`src/design/twm_pkg.sv`:
```
/*
  twm_pkg: register map, field positions, reset values and timing constants
  for the three-wire serial eeprom master.
  assumes: a 125 MHz system clock and 32-bit apb register access.
*/
package twm_pkg;
    // ------------------------------------------------------------------
    // register offsets (byte addresses, one aligned word each)
    // ------------------------------------------------------------------
    localparam logic [7:0] TWM_CTRL_OFS = 8'h00;
    localparam logic [7:0] TWM_DATA_OFS = 8'h04;
    localparam logic [7:0] TWM_SEL_OFS = 8'h08;
    localparam logic [7:0] TWM_STAT_OFS = 8'h0C;
    localparam logic [7:0] TWM_MASK_OFS = 8'h10;
    localparam logic [7:0] TWM_CS_OFS = 8'h14;

    // ------------------------------------------------------------------
    // control register fields
    // ------------------------------------------------------------------
    localparam int TWM_WFR_BIT = 7;
    localparam int TWM_BUSY_BIT = 6;
    localparam int TWM_HIZ_BIT = 5;
    localparam int TWM_RD_BIT = 4;
    localparam int TWM_CNT_LSB = 0;
    localparam int TWM_CNT_W = 4;
    localparam logic [3:0] TWM_CNT_MAX = 4'h8;

    // pin selection value that enables three-wire operation
    localparam logic [1:0] TWM_SEL_3WIRE = 2'h3;

    // ------------------------------------------------------------------
    // reset values
    // ------------------------------------------------------------------
    localparam logic [7:0] TWM_CTRL_RST = 8'h00;
    localparam logic [7:0] TWM_DATA_RST = 8'h00;
    localparam logic [1:0] TWM_SEL_RST = 2'h0;
    localparam logic [0:0] TWM_MASK_RST = 1'h0;

    // ------------------------------------------------------------------
    // timing: serial clock at 500 kHz from a 125 MHz clock
    // ------------------------------------------------------------------
    localparam int TWM_CLK_HZ = 125_000_000;
    localparam int TWM_SCK_HZ = 500_000;
    localparam int TWM_HALF_CYC = TWM_CLK_HZ / (2 * TWM_SCK_HZ);
    localparam int TWM_DIV_W = 8;
endpackage

```
`src/design/twm_master.sv`:
```
/*
  twm_master: three-wire serial eeprom master with apb register access,
  serial clock, data pin with output enable, chip select pin and interrupt.
  assumes: an apb master on clk; an external eeprom on the serial pins.
*/
// Summary of operation
// - serial clock near 500 kHz, cs pin
// - three-wire mode only when select equals 3
// - a control write in idle with count 0..8 starts one transfer
// - wait-for-ready holds busy until data rises
// - busy high whole transfer, fall raises interrupt
// - release bit floats data after last rise
// - read bit loads data register from eeprom
// - clock count field sets pulses, 0..8
// - read bits msb first, right justified
// - write bits msb first from top bit
// - zero count: no clocks, only drive/release
// - interrupt on busy fall, then read data
`timescale 1ns/1ps
`default_nettype none
module twm_master
    import twm_pkg::*;
#(
    parameter int HALF_CYC = TWM_HALF_CYC // system clocks per serial half period
) (
    input wire logic clk, // system clock, 125 MHz
    input wire logic rst, // async reset, active high
    input wire logic psel, // apb select
    input wire logic penable, // apb access phase
    input wire logic pwrite, // apb direction
    input wire logic [7:0] paddr, // apb byte address
    input wire logic [31:0] pwdata, // apb write data
    output logic [31:0] prdata, // apb read data
    output logic pready, // apb ready
    output logic pslverr, // apb error
    output logic serial_clk, // serial clock pin
    input wire logic serial_data_pin_in, // data pin level
    output logic serial_data_pin_out, // data pin drive value
    output logic serial_data_pin_oe, // data pin drive enable
    output logic chip_select, // general-purpose pin used as cs
    output logic transfer_done_interrupt // level interrupt
);
    typedef enum logic [1:0] {TWM_IDLE, TWM_LOW, TWM_HIGH, TWM_WAIT} twm_state_e;

    // ------------------------------------------------------------------
    // register file
    // ------------------------------------------------------------------
    twm_state_e state_reg;
    logic [7:0] ctrl_reg;
    logic [7:0] serial_shift_data_reg;
    logic [1:0] eeprom_pin_select_reg;
    logic done_stat_reg;
    logic mask_reg;
    logic cs_reg;
    logic [3:0] bits_left_reg;
    logic [TWM_DIV_W-1:0] div_reg;
    logic sck_reg;
    logic dout_reg;
    logic oe_reg;
    logic busy_reg;
    logic busy_d_reg;
    logic din_s;
    logic din_d_reg;

    logic wr_acc;
    logic rd_setup;
    logic ctrl_wr;
    logic addr_ok;
    logic three_wire;
    logic div_end;
    logic busy_fall;
    logic data_rise;
    logic [3:0] cnt_w;

    // apb decode: single-cycle access, zero wait states
    assign pready = 1'b1;
    assign wr_acc = psel && penable && pwrite;
    assign rd_setup = psel && !penable && !pwrite;
    assign three_wire = (eeprom_pin_select_reg == TWM_SEL_3WIRE);
    // a write while busy is refused so the running transfer stays intact
    assign ctrl_wr = wr_acc && (paddr == TWM_CTRL_OFS) && three_wire
                     && (state_reg == TWM_IDLE);
    assign cnt_w = pwdata[TWM_CNT_LSB +: TWM_CNT_W];

    always_comb begin
        unique case (paddr)
            TWM_CTRL_OFS, TWM_DATA_OFS, TWM_SEL_OFS,
            TWM_STAT_OFS, TWM_MASK_OFS, TWM_CS_OFS: addr_ok = 1'b1;
            default: addr_ok = 1'b0;
        endcase
    end

    // out-of-range clock count is flagged as an error, not clamped
    assign pslverr = psel && penable && (!addr_ok ||
                     (pwrite && paddr == TWM_CTRL_OFS && cnt_w > TWM_CNT_MAX));

    // ------------------------------------------------------------------
    // data pin synchroniser
    // ------------------------------------------------------------------
    twm_sync u_din_sync (
        .clk(clk),
        .rst(rst),
        .d(serial_data_pin_in),
        .q(din_s)
    );

    // edge history of the synchronised data line
    always_ff @(posedge clk or posedge rst) begin
        if (rst) begin
            din_d_reg <= 1'b0;
        end else begin
            din_d_reg <= din_s;
        end
    end
    assign data_rise = din_s && !din_d_reg;

    // ------------------------------------------------------------------
    // software-owned configuration
    // ------------------------------------------------------------------
    always_ff @(posedge clk or posedge rst) begin
        if (rst) begin
            eeprom_pin_select_reg <= TWM_SEL_RST;
            mask_reg <= TWM_MASK_RST[0];
            cs_reg <= 1'b0;
        end else if (wr_acc) begin
            if (paddr == TWM_SEL_OFS) begin
                eeprom_pin_select_reg <= pwdata[1:0];
            end
            if (paddr == TWM_MASK_OFS) begin
                mask_reg <= pwdata[0];
            end
            if (paddr == TWM_CS_OFS) begin
                cs_reg <= pwdata[0]; // firmware frames the transaction
            end
        end
    end
    assign chip_select = cs_reg;

    // control register keeps the last written mode bits
    always_ff @(posedge clk or posedge rst) begin
        if (rst) begin
            ctrl_reg <= TWM_CTRL_RST;
        end else if (ctrl_wr && cnt_w <= TWM_CNT_MAX) begin
            ctrl_reg <= pwdata[7:0];
        end
    end

    // ------------------------------------------------------------------
    // serial divider: half period ticks at about 1 MHz, giving a 500 kHz serial clock
    // ------------------------------------------------------------------
    always_ff @(posedge clk or posedge rst) begin
        if (rst) begin
            div_reg <= '0;
        end else if (state_reg == TWM_IDLE || div_end) begin
            div_reg <= '0;
        end else begin
            div_reg <= div_reg + 1'b1;
        end
    end
    assign div_end = (div_reg == TWM_DIV_W'(HALF_CYC - 1));

    // ------------------------------------------------------------------
    // transfer state machine
    // ------------------------------------------------------------------
    always_ff @(posedge clk or posedge rst) begin
        if (rst) begin
            state_reg <= TWM_IDLE;
            bits_left_reg <= '0;
            sck_reg <= 1'b0;
        end else begin
            unique case (state_reg)
                TWM_IDLE: begin
                    sck_reg <= 1'b0; // idle low
                    if (ctrl_wr && cnt_w <= TWM_CNT_MAX) begin
                        bits_left_reg <= cnt_w;
                        if (cnt_w != 4'h0) begin
                            state_reg <= TWM_LOW;
                        end else if (pwdata[TWM_WFR_BIT]) begin
                            state_reg <= TWM_WAIT; // zero clocks
                        end
                    end
                end
                TWM_LOW: begin
                    if (div_end) begin
                        sck_reg <= 1'b1;
                        state_reg <= TWM_HIGH;
                    end
                end
                TWM_HIGH: begin
                    if (div_end) begin
                        sck_reg <= 1'b0;
                        bits_left_reg <= bits_left_reg - 4'h1;
                        if (bits_left_reg == 4'h1) begin
                            state_reg <= ctrl_reg[TWM_WFR_BIT] ? TWM_WAIT : TWM_IDLE;
                        end else begin
                            state_reg <= TWM_LOW;
                        end
                    end
                end
                TWM_WAIT: begin
                    if (data_rise) begin
                        state_reg <= TWM_IDLE; // eeprom ready
                    end
                end
            endcase
        end
    end
    assign serial_clk = sck_reg;

    // busy: set the cycle after the write, cleared when the sequence ends
    always_ff @(posedge clk or posedge rst) begin
        if (rst) begin
            busy_reg <= 1'b0;
            busy_d_reg <= 1'b0;
        end else begin
            busy_reg <= (state_reg != TWM_IDLE) || (ctrl_wr && cnt_w <= TWM_CNT_MAX
                        && (cnt_w != 4'h0 || pwdata[TWM_WFR_BIT]));
            busy_d_reg <= busy_reg;
        end
    end
    assign busy_fall = busy_d_reg && !busy_reg;

    // ------------------------------------------------------------------
    // data path: shift out on falling sck, sample on rising sck
    // ------------------------------------------------------------------
    always_ff @(posedge clk or posedge rst) begin
        if (rst) begin
            serial_shift_data_reg <= TWM_DATA_RST;
        end else if (wr_acc && paddr == TWM_DATA_OFS && state_reg == TWM_IDLE) begin
            serial_shift_data_reg <= pwdata[7:0];
        end else if (state_reg == TWM_LOW && div_end && ctrl_reg[TWM_RD_BIT]) begin
            // sample at the rising edge, shift left: ends right justified
            serial_shift_data_reg <= {serial_shift_data_reg[6:0], din_s};
        end else if (state_reg == TWM_HIGH && div_end && !ctrl_reg[TWM_RD_BIT]) begin
            serial_shift_data_reg <= {serial_shift_data_reg[6:0], 1'b0};
        end
    end

    // data pin drive and release
    always_ff @(posedge clk or posedge rst) begin
        if (rst) begin
            dout_reg <= 1'b0;
            oe_reg <= 1'b1;
        end else if (ctrl_wr && cnt_w <= TWM_CNT_MAX) begin
            dout_reg <= serial_shift_data_reg[7]; // msb presented first
            if (cnt_w == 4'h0) begin
                oe_reg <= !pwdata[TWM_HIZ_BIT];
            end else begin
                oe_reg <= !pwdata[TWM_RD_BIT];
            end
        end else if (state_reg == TWM_LOW && div_end && bits_left_reg == 4'h1
                     && ctrl_reg[TWM_HIZ_BIT]) begin
            oe_reg <= 1'b0; // float right after the last rising edge
        end else if (state_reg == TWM_HIGH && div_end && !ctrl_reg[TWM_RD_BIT]) begin
            dout_reg <= serial_shift_data_reg[6]; // next bit after falling sck
        end
    end
    assign serial_data_pin_out = dout_reg;
    assign serial_data_pin_oe = oe_reg;

    // ------------------------------------------------------------------
    // interrupt: sticky done flag, write one to clear, set wins
    // ------------------------------------------------------------------
    always_ff @(posedge clk or posedge rst) begin
        if (rst) begin
            done_stat_reg <= 1'b0;
        end else if (busy_fall) begin
            done_stat_reg <= 1'b1;
        end else if (wr_acc && paddr == TWM_STAT_OFS && pwdata[0]) begin
            done_stat_reg <= 1'b0;
        end
    end
    assign transfer_done_interrupt = done_stat_reg && mask_reg;

    // ------------------------------------------------------------------
    // read mux
    // ------------------------------------------------------------------
    // captured in the setup cycle: data leaves a flip-flop and the access
    // phase needs no wait state; a flag set during access shows next read
    always_ff @(posedge clk or posedge rst) begin
        if (rst) begin
            prdata <= 32'h0000_0000;
        end else if (rd_setup) begin
            unique case (paddr)
                TWM_CTRL_OFS: prdata <= {24'h00_0000, ctrl_reg[7], busy_reg, ctrl_reg[5:0]};
                TWM_DATA_OFS: prdata <= {24'h00_0000, serial_shift_data_reg};
                TWM_SEL_OFS: prdata <= {30'h0000_0000, eeprom_pin_select_reg};
                TWM_STAT_OFS: prdata <= {31'h0000_0000, done_stat_reg};
                TWM_MASK_OFS: prdata <= {31'h0000_0000, mask_reg};
                TWM_CS_OFS: prdata <= {31'h0000_0000, cs_reg};
                default: prdata <= 32'h0000_0000;
            endcase
        end
    end
endmodule
`default_nettype wire

```
`src/design/twm_sync.sv`:
```
/*
  twm_sync: two flip-flop synchroniser for one level.
  assumes: the input is asynchronous to clk; only q is read downstream.
*/
`timescale 1ns/1ps
`default_nettype none
module twm_sync (
    input wire logic clk, // system clock
    input wire logic rst, // async reset, active high
    input wire logic d, // asynchronous level
    output logic q // synchronised level
);
    logic meta_reg;

    // first stage feeds only the second stage
    always_ff @(posedge clk or posedge rst) begin
        if (rst) begin
            meta_reg <= 1'b0;
            q <= 1'b0;
        end else begin
            meta_reg <= d;
            q <= meta_reg;
        end
    end
endmodule
`default_nettype wire

```
`config.mk`:
```
export PLATFORM = sky130hd
export DESIGN_NAME = twm_master
export DESIGN_NICKNAME = d
export VERILOG_FILES = /design/src/design/twm_pkg.sv /design/src/design/twm_master.sv /design/src/design/twm_sync.sv
export SDC_FILE = /design/constraint.sdc
export NUM_CORES = 1
export LEC_CHECK = 0
export BUFFER_PORTS_ARGS = -buffer_cell sky130_fd_sc_hd__buf_2
export CORE_AREA = 2 2 146 77
export DETAILED_ROUTE_END_ITERATION = 12
export DIE_AREA = 0 0 148 79
export SYNTH_ARGS = -nofsm -noshare
export SYNTH_HDL_FRONTEND = slang
export SYNTH_HIERARCHICAL = 1
export SYNTH_SLANG_ARGS = --single-unit
```
`constraint.sdc`:
```
create_clock -name clk -period 1.5 [get_ports clk]
set_input_delay 0.15 -clock clk [delete_from_list [all_inputs] [get_ports clk]]
set_output_delay 0.15 -clock clk [all_outputs]
set_load 0.02 [all_outputs]
```
==> impl_metrics.tcl, run 1 <==
set metrics [dict create \
    initial_core_util 0.2618 \
    async_flop_share 1.000 \
    worst_slew_pin_slew_ns 0.5756 \
    routed_via_density 4.365 \
    outcome "finished, violations left" \
    post_synth.cell_area_avg_um2 9.613 \
    wirelength_um 7270 \
    cp-end-kind "flip-flop" \
    yosysWarnings 6 \
    antenna_cells 0 \
    fp.dieArea_um2 11690 \
    yosys.area.top_type_share 0.4444 \
    cts_buffers 5 \
    drc_errors 0 \
    layout.nets 419 \
    antenna_found_initial 0 \
    p_switching_w 0.0006893 \
    max_slew_margin 0.6053 \
    max_freq_mhz 598.7 \
    path_class "reg2reg" \
    power_frac_seq 0.489 \
    io_buffers 35 \
    rsz0062_at_grt "yes" \
    synth_seq_cells 50 \
    ioPinCount 85 \
    ys_seq_area_frac 0.4540 \
    fin_tns_setup_ns -2.791 \
    finalMaxSlewViolations 0 \
    grt_pass1_wl_um 11550 \
    gr-total-overflow 0 \
    grt_max_degree 30 \
    hold_viol 0 \
    vias 2248 \
    synth_edf_count 0 \
    p_per_area_nw_per_um2 742.1 \
    combPwrFrac 0.085 \
    ant_nets 0 \
    fp.dieH_um 79 \
    fin_skew_ns 0.008138 \
    clock_sinks 50 \
    gr-usage-all-layers 0.1281 \
    synthTopCellsByArea "dfrtp_1 (44%), buf_4 (6.8%), mux2i_1 (6.5%)" \
    cts_buffer_depth 2 \
    crit_arrival_ns 1.85 \
    drtIter0Drc 129 \
    switching_share 0.2484 \
    period_share 1.113 \
    post-route-min-period_ns 1.670 \
    place_congestion 0.8692 \
    cts_tree "done" \
    vdd_drop_max_v 0.0004329 \
    hold_class "in2reg" \
    dp_hpwl_um 5459 \
    synth_top_cell_by_area "dfrtp_1" \
    drive_above_1_share 0.3892 \
    path_clk_slew_ns 0.07 \
    core_um2 10540 \
    p_int_w 0.002086 \
    crit_fanout 7 \
    timing.final.ws_setup_ns -0.1702 \
    die_w_um 148 \
    setup_violations 32 \
    p_clk_frac 0.426 \
    startpoint_type "flip-flop" \
    synth-main-ff-cell "dfrtp_1" \
    grt_pass1_vias 2155 \
    area_growth_syn_to_layout_pct 35.56 \
    core.rowCount 27 \
    yosysMostFrequentCell "dfrtp_1" \
    synth_commonest_cells "dfrtp_1 (49), nand2_1 (45), nor2_1 (28), buf_4 (25), mux2i_1 (18)" \
    dp_cells 496 \
    synth.cell_area_um2 2759 \
    synthCells 287 \
    p_leak_nw 1.772 \
    worstPathRequired_ns 1.68 \
    cts_root_buf "clkbuf_16" \
    final_cells 515 \
    clkLatencyLatePin_ns 0.30 \
    dp_slack_ns -0.2063 \
    htree_levels 2 \
    violations "setup timing" \
    drt-pass1-iter-count 4 \
    ys_types 52 \
    wire_per_inst_um 14.12 \
    whs_ns 0.09202 \
    max-cap-violations 0 \
]
## worst paths after layout
| kind | slack (ns) | cells after the start | startpoint | to |
|---|---|---|---|---|
| max | -0.17 | 7 | div_reg[1] | serial_shift_data_reg[7] |
| min | 0.09 | 3 | pwdata[5] | ctrl_reg[5] |
| max reg2reg | -0.17 | 7 | div_reg[1] | serial_shift_data_reg[7] |
| min reg2reg | 0.35 | 0 | u_din_sync/meta_reg | u_din_sync/q |
| max in group asynchronous | 0.61 | 4 | rst | serial_data_pin_oe |
| min in group asynchronous | 0.26 | 3 | rst | u_din_sync/q |
## layer usage
metal  part of all wire  global-route usage  vias to the layer above
li1                   -                   -                     1099
met1               0.55              0.2129                     1081
met2               0.37              0.1556                       61
met3              0.069             0.03448                        7
met4             0.0081             0.02762                        0
met5                  0                   0                        -
## power by group through the flow
stage | sequential (W) | combinational, W | clock (W)
after global placement | 0.00138 | 0.000219 | 0
after detailed placement | 0.00138 | 0.000222 | 0
after global routing | 0.00136 | 0.000258 | 0.00127
final | 0.00136 | 0.000235 | 0.00118
after floorplan | 0.00139 | 0.000181 | 0
after CTS | 0.00136 | 0.000230 | 0.00122
## worst max-delay path, stage by stage, from the launching register on
cell and delay (ns):
dfrtp_1 0.39, inv_2 0.07, ha_4 0.12, nand2_2 0.04
or3_4 0.40, nor2_8 0.22, mux2i_1 0.22, a21oi_1 0.08
## cell usage in the layout, fill, tap and decap left out, types with 2 or more instances in the layout
cell type,Yosys,final
nand3_1,8,7
a21oi_1,13,13
conb_1,2,25
o21ai_2,0,4
o21ai_1,9,7
buf_12,0,2
inv_1,8,5
dfrtp_1,49,47
nor3_1,3,3
buf_2,6,34
buf_6,2,6
clkbuf_16,0,5
nand2_4,0,5
nand2_1,45,29
nand4_1,5,5
nand2_2,0,11
nand2b_1,2,2
and3_1,3,3
mux2i_1,18,18
dlygate4sd3_1,0,2
nor2_4,1,3
dfrtp_2,0,2
nor2_1,28,26
xor2_1,3,3
or3_4,0,2
mux2_2,5,5
buf_4,25,42
ha_1,4,3
xnor2_1,3,3
nor3b_1,2,2
inv_2,0,3
o21ai_0,6,4
nor2b_1,4,4
## metrics by stage
stage / utilization / power (W) / area, um^2
4_1_cts: 0.3439 / 0.002812 / 3625
5_1_grt: 0.3548 / 0.002884 / 3740
2_1_floorplan: - / 0.001566 / 2865
3_5_place_dp: 0.3136 / 0.001607 / 3306
6_report: 0.3548 / 0.002775 / 3740
3_3_place_gp: 0.3136 / 0.001604 / 3306
## area by class of cell
class / count / area (um^2)
Sequential cell: 50 / 1255
Inverter: 8 / 30.03
Multi-Input combinational cell: 216 / 1466
Tap cell: 145 / 181.4
Clock buffer: 6 / 138.9
Timing Repair Buffer: 88 / 655.6
Clock inverter: 2 / 12.51
Fill cell: 1074 / 6800
## repair_timing
item / 4_1_cts / 5_1_grt
gates resized for setup: 24 / 31
endpoints found under the hold margin: 22 / 0
setup buffers: 5 / 2
endpoints found under the setup margin: 31 / 34
gates cloned: 3 / 0
hold buffers: 2 / 0
pin swaps: 21 / 19
## cells by family after synthesis
kind of cell             share of synthesized area
other                                     0.002722
flip-flops                                  0.4540
XOR/XNOR                                   0.01905
adder cells (fa/ha/maj)                    0.01814
multiplexers                               0.09387
AND/OR/NAND/NOR                             0.2195
AO/OA/AOI/OAI                              0.09071
buffers and inverters                       0.1020
(Power assumes the default switching activity.)
==> run 2: changes to the inputs <==
--- a/config.mk
+++ b/config.mk
@@ -6,9 +6,9 @@
 export NUM_CORES = 1
 export LEC_CHECK = 0
 export BUFFER_PORTS_ARGS = -buffer_cell sky130_fd_sc_hd__buf_2
-export CORE_AREA = 2 2 146 77
+export CORE_AREA = 2 2 75 148
 export DETAILED_ROUTE_END_ITERATION = 12
-export DIE_AREA = 0 0 148 79
+export DIE_AREA = 0 0 77 150
 export SYNTH_ARGS = -nofsm -noshare
 export SYNTH_HDL_FRONTEND = slang
 export SYNTH_HIERARCHICAL = 1
==> impl_metrics.tcl, run 2 (synthesized netlist as in run 1, its figures left out) <==
set metrics [dict create \
    ff2ff_setup_slack_ns -0.17 \
    p_per_area_nw_per_um2 779.2 \
    core_um2 10480 \
    period_share 1.116 \
    outcome "finished, violations left" \
    power_frac_seq 0.486 \
    wire_per_inst_um 13.59 \
    final_cell_mix "dfrtp_1 (48), buf_4 (42), nand2_1 (39)" \
    path_cells "inv_2 -> ha_4 -> nand2_2 -> or3_4 -> buf_6 -> nor2_4 -> nand2_1 -> and3_1" \
    grt_max_degree 49 \
    dp_hpwl_um 5262 \
    min_path_cells 3 \
    routed_via_density 4.439 \
    combPwrFrac 0.084 \
    crit_end "state_reg[1]" \
    fp.dieH_um 150 \
    drive_above_1_share 0.3443 \
    crit_arrival_ns 1.86 \
    worstPathRequired_ns 1.69 \
    slowest_stage "dfrtp_1" \
    max-cap-violations 0 \
    drt-pass1-iter-count 4 \
    crit_fanout 7 \
    worst_slew_pin_slew_ns 0.4735 \
    total_power_w 0.002792 \
    startpoint_type "flip-flop" \
    p_clk_frac 0.430 \
    antenna_found_initial 0 \
    clkLatencyLatePin_ns 0.30 \
    post-route-min-period_ns 1.674 \
    die_w_um 77 \
    io_buffers 35 \
    final_area_um2 3583 \
    gr-usage-all-layers 0.1209 \
    p_switching_w 0.0007229 \
    finalMaxSlewViolations 0 \
    use_met2 0.2491 \
    fin_skew_ns 0.006947 \
    hold_class "in2reg" \
    place_congestion 0.8253 \
    setup_violations 24 \
    vdd_drop_max_v 0.0004254 \
    cp_num_cells 8 \
    cp-end-kind "flip-flop" \
    gr-total-overflow 0 \
    ioPinCount 85 \
    path_clk_slew_ns 0.08 \
    grt_pass1_vias 2271 \
    fp.dieArea_um2 11550 \
    rsz0062_at_grt "yes" \
    p_int_w 0.002069 \
    antenna_cells 0 \
    grt_use_met1 0.1119 \
    path_class "reg2reg" \
    crit_family "simple AND/OR/NAND/NOR gates" \
    layout.nets 415 \
    grt.busiest_layer "met2" \
    hold_viol 0 \
    vias 2233 \
    initial_core_util 0.2633 \
    htree_levels 2 \
    use_met3 0.02292 \
    r2r_start "div_reg[0]" \
    final_common_cell "dfrtp_1" \
    ant_nets 0 \
    drc_errors 0 \
    cts_buffer_depth 2 \
    cts_buffers 5 \
    area_growth_syn_to_layout_pct 29.89 \
    p_leak_nw 1.709 \
    r2r_cells 8 \
    cts_root_buf "clkbuf_16" \
    switching_share 0.2589 \
    clock_sinks 50 \
    violations "setup timing" \
    dp_slack_ns -0.3008 \
    critical_path.max_stage_delay_ns 0.39 \
    startpoint "div_reg[0]" \
    critPathBufInv 2 \
    placed_cell_area_um2 3296 \
    timing.final.ws_setup_ns -0.1743 \
    cts_tree "done" \
    fin_tns_setup_ns -2.700 \
    r2r-end "state_reg[1]" \
    grt_pass1_wl_um 10980 \
    core.rowCount 53 \
    drtIter0Drc 55 \
    max_slew_margin 0.6753 \
    wirelength_um 6838 \
    max_freq_mhz 597.3 \
]
run 2: changes by cell type in the layout (fill, tap and decap cells not counted), moves of 2 or more:
cell,delta
buf_6,-2
nand2_1,+10
nand2_2,-5
nand2_4,-5
nor2_2,+2
o21ai_1,+3
o21ai_2,-4
run 2: tightest hold or removal path, cell delays in order:
cell	delay, ns
buf_2	0.10
nand2_1	0.04
nand2_1	0.05
run 2: layer usage:
metal / vias up / routed length [um]
met3: 10 / 267
met2: 56 / 4075
met1: 1073 / 2321
met5: - / 0
li1: 1094 / -
met4: 0 / 173
run 2: final cells by class:
type,instances,area (um^2)
fillers,1102,6894
multi-input cells,216,1384
flip-flops and latches,50,1254
repair buffers,84,590.6
well taps,137,171.4
clock buffers,5,125.1
inverters,8,30.03
clock inverters,3,28.78
run 2: worst min path at each step:
stage          slack (ns)                   to      start
2_1_floorplan       -0.11  u_din_sync/meta_reg        rst
3_3_place_gp         0.02  u_din_sync/meta_reg        rst
3_5_place_dp         0.02  u_din_sync/meta_reg        rst
6_report             0.07          ctrl_reg[5]  pwdata[5]
5_1_grt              0.09          ctrl_reg[4]  pwdata[4]
4_1_cts              0.07          ctrl_reg[5]  pwdata[5]
run 2: what timing repair did:
item,CTS,global route
pin swaps,11,8
endpoints found under the hold margin,50,0
resized for setup,11,15
buffers inserted,1,3
setup endpoints to repair,26,29
hold buffers,2,0
cloned,1,0
run 2: through the flow:
stage | cells | hold slack, ns | util
finish | 503 | 0.07382 | 0.3420
detailed placement | 488 | 0.02377 | 0.3145
global placement | 488 | 0.02211 | 0.3145
floorplan | 310 | -0.1088 | -
CTS | 500 | 0.07343 | 0.3360
global route | 503 | 0.09495 | 0.3420
run 2: power groups by stage:
stage	clock network [W]	logic (W)	registers (W)
floorplan	0	0.000181	0.00139
global placement	0	0.000223	0.00138
detailed placement	0	0.000225	0.00138
CTS	0.00123	0.000234	0.00136
global route	0.00128	0.000254	0.00136
finish	0.00120	0.000233	0.00136
==> run 3: changes to the inputs <==
--- a/config.mk
+++ b/config.mk
@@ -6,9 +6,9 @@
 export NUM_CORES = 1
 export LEC_CHECK = 0
 export BUFFER_PORTS_ARGS = -buffer_cell sky130_fd_sc_hd__buf_2
-export CORE_AREA = 2 2 75 148
+export CORE_AREA = 2 2 105 107
 export DETAILED_ROUTE_END_ITERATION = 12
-export DIE_AREA = 0 0 77 150
+export DIE_AREA = 0 0 107 109
 export SYNTH_ARGS = -nofsm -noshare
 export SYNTH_HDL_FRONTEND = slang
 export SYNTH_HIERARCHICAL = 1
==> impl_metrics.tcl, run 3 (synthesized netlist as in run 1, its figures left out) <==
set metrics [dict create \
    core_um2 10600 \
    cts_root_buf "clkbuf_8" \
    whs_ns 0.09150 \
    htree_levels 2 \
    gr-total-overflow 0 \
    final_common_cell "dfrtp_1" \
    place_congestion 0.8004 \
    r2r_cells 9 \
    period_share 1.142 \
    cts_buffers 5 \
    drc_errors 0 \
    fin_skew_ns 0.009378 \
    total_power_w 0.002441 \
    drt-pass1-iter-count 6 \
    worstPathRequired_ns 1.70 \
    worstHoldEndpoint "ctrl_reg[5]" \
    antenna_found_initial 0 \
    layout.nets 420 \
    max-cap-violations 0 \
    fp.dieH_um 109 \
    grt_pass1_vias 2156 \
    cp-end-kind "flip-flop" \
    hold_class "in2reg" \
    vdd_drop_max_v 0.0005043 \
    post-route-min-period_ns 1.713 \
    p_per_area_nw_per_um2 670.1 \
    routed_via_density 4.380 \
    vias 2238 \
    grt_pass1_wl_um 10300 \
    hp-start "pwdata[5]" \
    drive_above_1_share 0.3693 \
    io_buffers 35 \
    area_growth_syn_to_layout_pct 32.06 \
    ant_nets 0 \
    r2r-end "div_reg[3]" \
    finalMaxSlewViolations 0 \
    hold_viol 0 \
    gr-usage-all-layers 0.1102 \
    r2r_start "div_reg[1]" \
    outcome "finished, violations left" \
    die_w_um 107 \
    initial_core_util 0.2602 \
    ioPinCount 85 \
    p_leak_nw 1.721 \
    path_class "reg2reg" \
    antenna_cells 0 \
    clkLatencyLatePin_ns 0.30 \
    drtIter0Drc 80 \
    setup_violations 25 \
    crit_fanout 8 \
    utilization 0.3436 \
    fin_tns_setup_ns -4.083 \
    min_path_cells 3 \
    fillers 1091 \
    startpoint "div_reg[1]" \
    ff2ff_setup_slack_ns -0.21 \
    violations "setup timing" \
    crit_arrival_ns 1.91 \
    max_freq_mhz 583.7 \
    timing.final.ws_setup_ns -0.2133 \
    rsz0062_at_grt "yes" \
    startpoint_type "flip-flop" \
    clock_sinks 50 \
    cts_tree "done" \
    wire_per_inst_um 12.57 \
    core.rowCount 38 \
    cts_buffer_depth 2 \
    path_clk_slew_ns 0.10 \
    grt_max_degree 23 \
    fp.dieArea_um2 11660 \
    final_cell_mix "dfrtp_1 (48), buf_4 (40), nand2_1 (37)" \
    dp_hpwl_um 4681 \
    wirelength_um 6425 \
]
==> run 3: worst max-delay path, cell delays in order, from the launching register on <==
cell and delay [ns]:
dfrtp_1 0.39, inv_1 0.06, ha_2 0.16, nand2_2 0.06, or3_4 0.42, buf_4 0.17
buf_6 0.11, o21ai_2 0.05, buf_6 0.15, nor2_1 0.05
==> run 3: stage by stage <==
| step | setup slack (ns) | std cells | area, um^2 |
|---|---|---|---|
| 2_1_floorplan | -0.1069 | 310 | 2865 |
| 3_3_place_gp | -0.1941 | 489 | 3272 |
| 3_5_place_dp | -0.2020 | 489 | 3272 |
| 4_1_cts | -0.1782 | 505 | 3482 |
| 5_1_grt | -0.3183 | 511 | 3643 |
| 6_report | -0.2133 | 511 | 3643 |
==> run 3: area by class of cell <==
class	instances	area, um^2	share of cell area
Tap cell	140	175.2	0.04808
Clock inverter	2	16.27	0.004464
Inverter	8	30.03	0.008242
Clock buffer	6	82.58	0.02266
Timing Repair Buffer	89	649.4	0.1782
Multi-Input combinational cell	216	1436	0.3942
Sequential cell	50	1254	0.3441
==> run 3: repair_timing <==
action                                  4_1_cts  5_1_grt
endpoints found under the hold margin        22        0
gates cloned                                  1        0
pin swaps                                     7       24
setup buffers                                 5        7
endpoints found under the setup margin       25       33
hold buffers                                  2        0
resized for setup                            15       30
==> run 3: worst max-delay path by stage <==
stage / endpoint / slack (ns) / depth (start not counted)
3_3_place_gp: serial_shift_data_reg[4] / -0.19 / 8
3_5_place_dp: serial_shift_data_reg[4] / -0.20 / 8
2_1_floorplan: serial_shift_data_reg[1] / -0.11 / 8
5_1_grt: serial_shift_data_reg[4] / -0.32 / 7
4_1_cts: serial_shift_data_reg[3] / -0.18 / 8
6_report: div_reg[3] / -0.21 / 9
==> run 3: power by group <==
group / switching, W / total (W) / internal, W
sequential: 0.00000421 / 0.00136 / 0.00135
combinational: 0.000159 / 0.000232 / 0.0000726
clock: 0.000471 / 0.000852 / 0.000381
total: 0.000634 / 0.00244 / 0.00181
==> run 3: layer usage <==
layer  wire length (um)  global-route usage
met5                  0                   0
met4                 40             0.01948
met3                292             0.02570
met2               3139              0.1943
met1               2953              0.1397
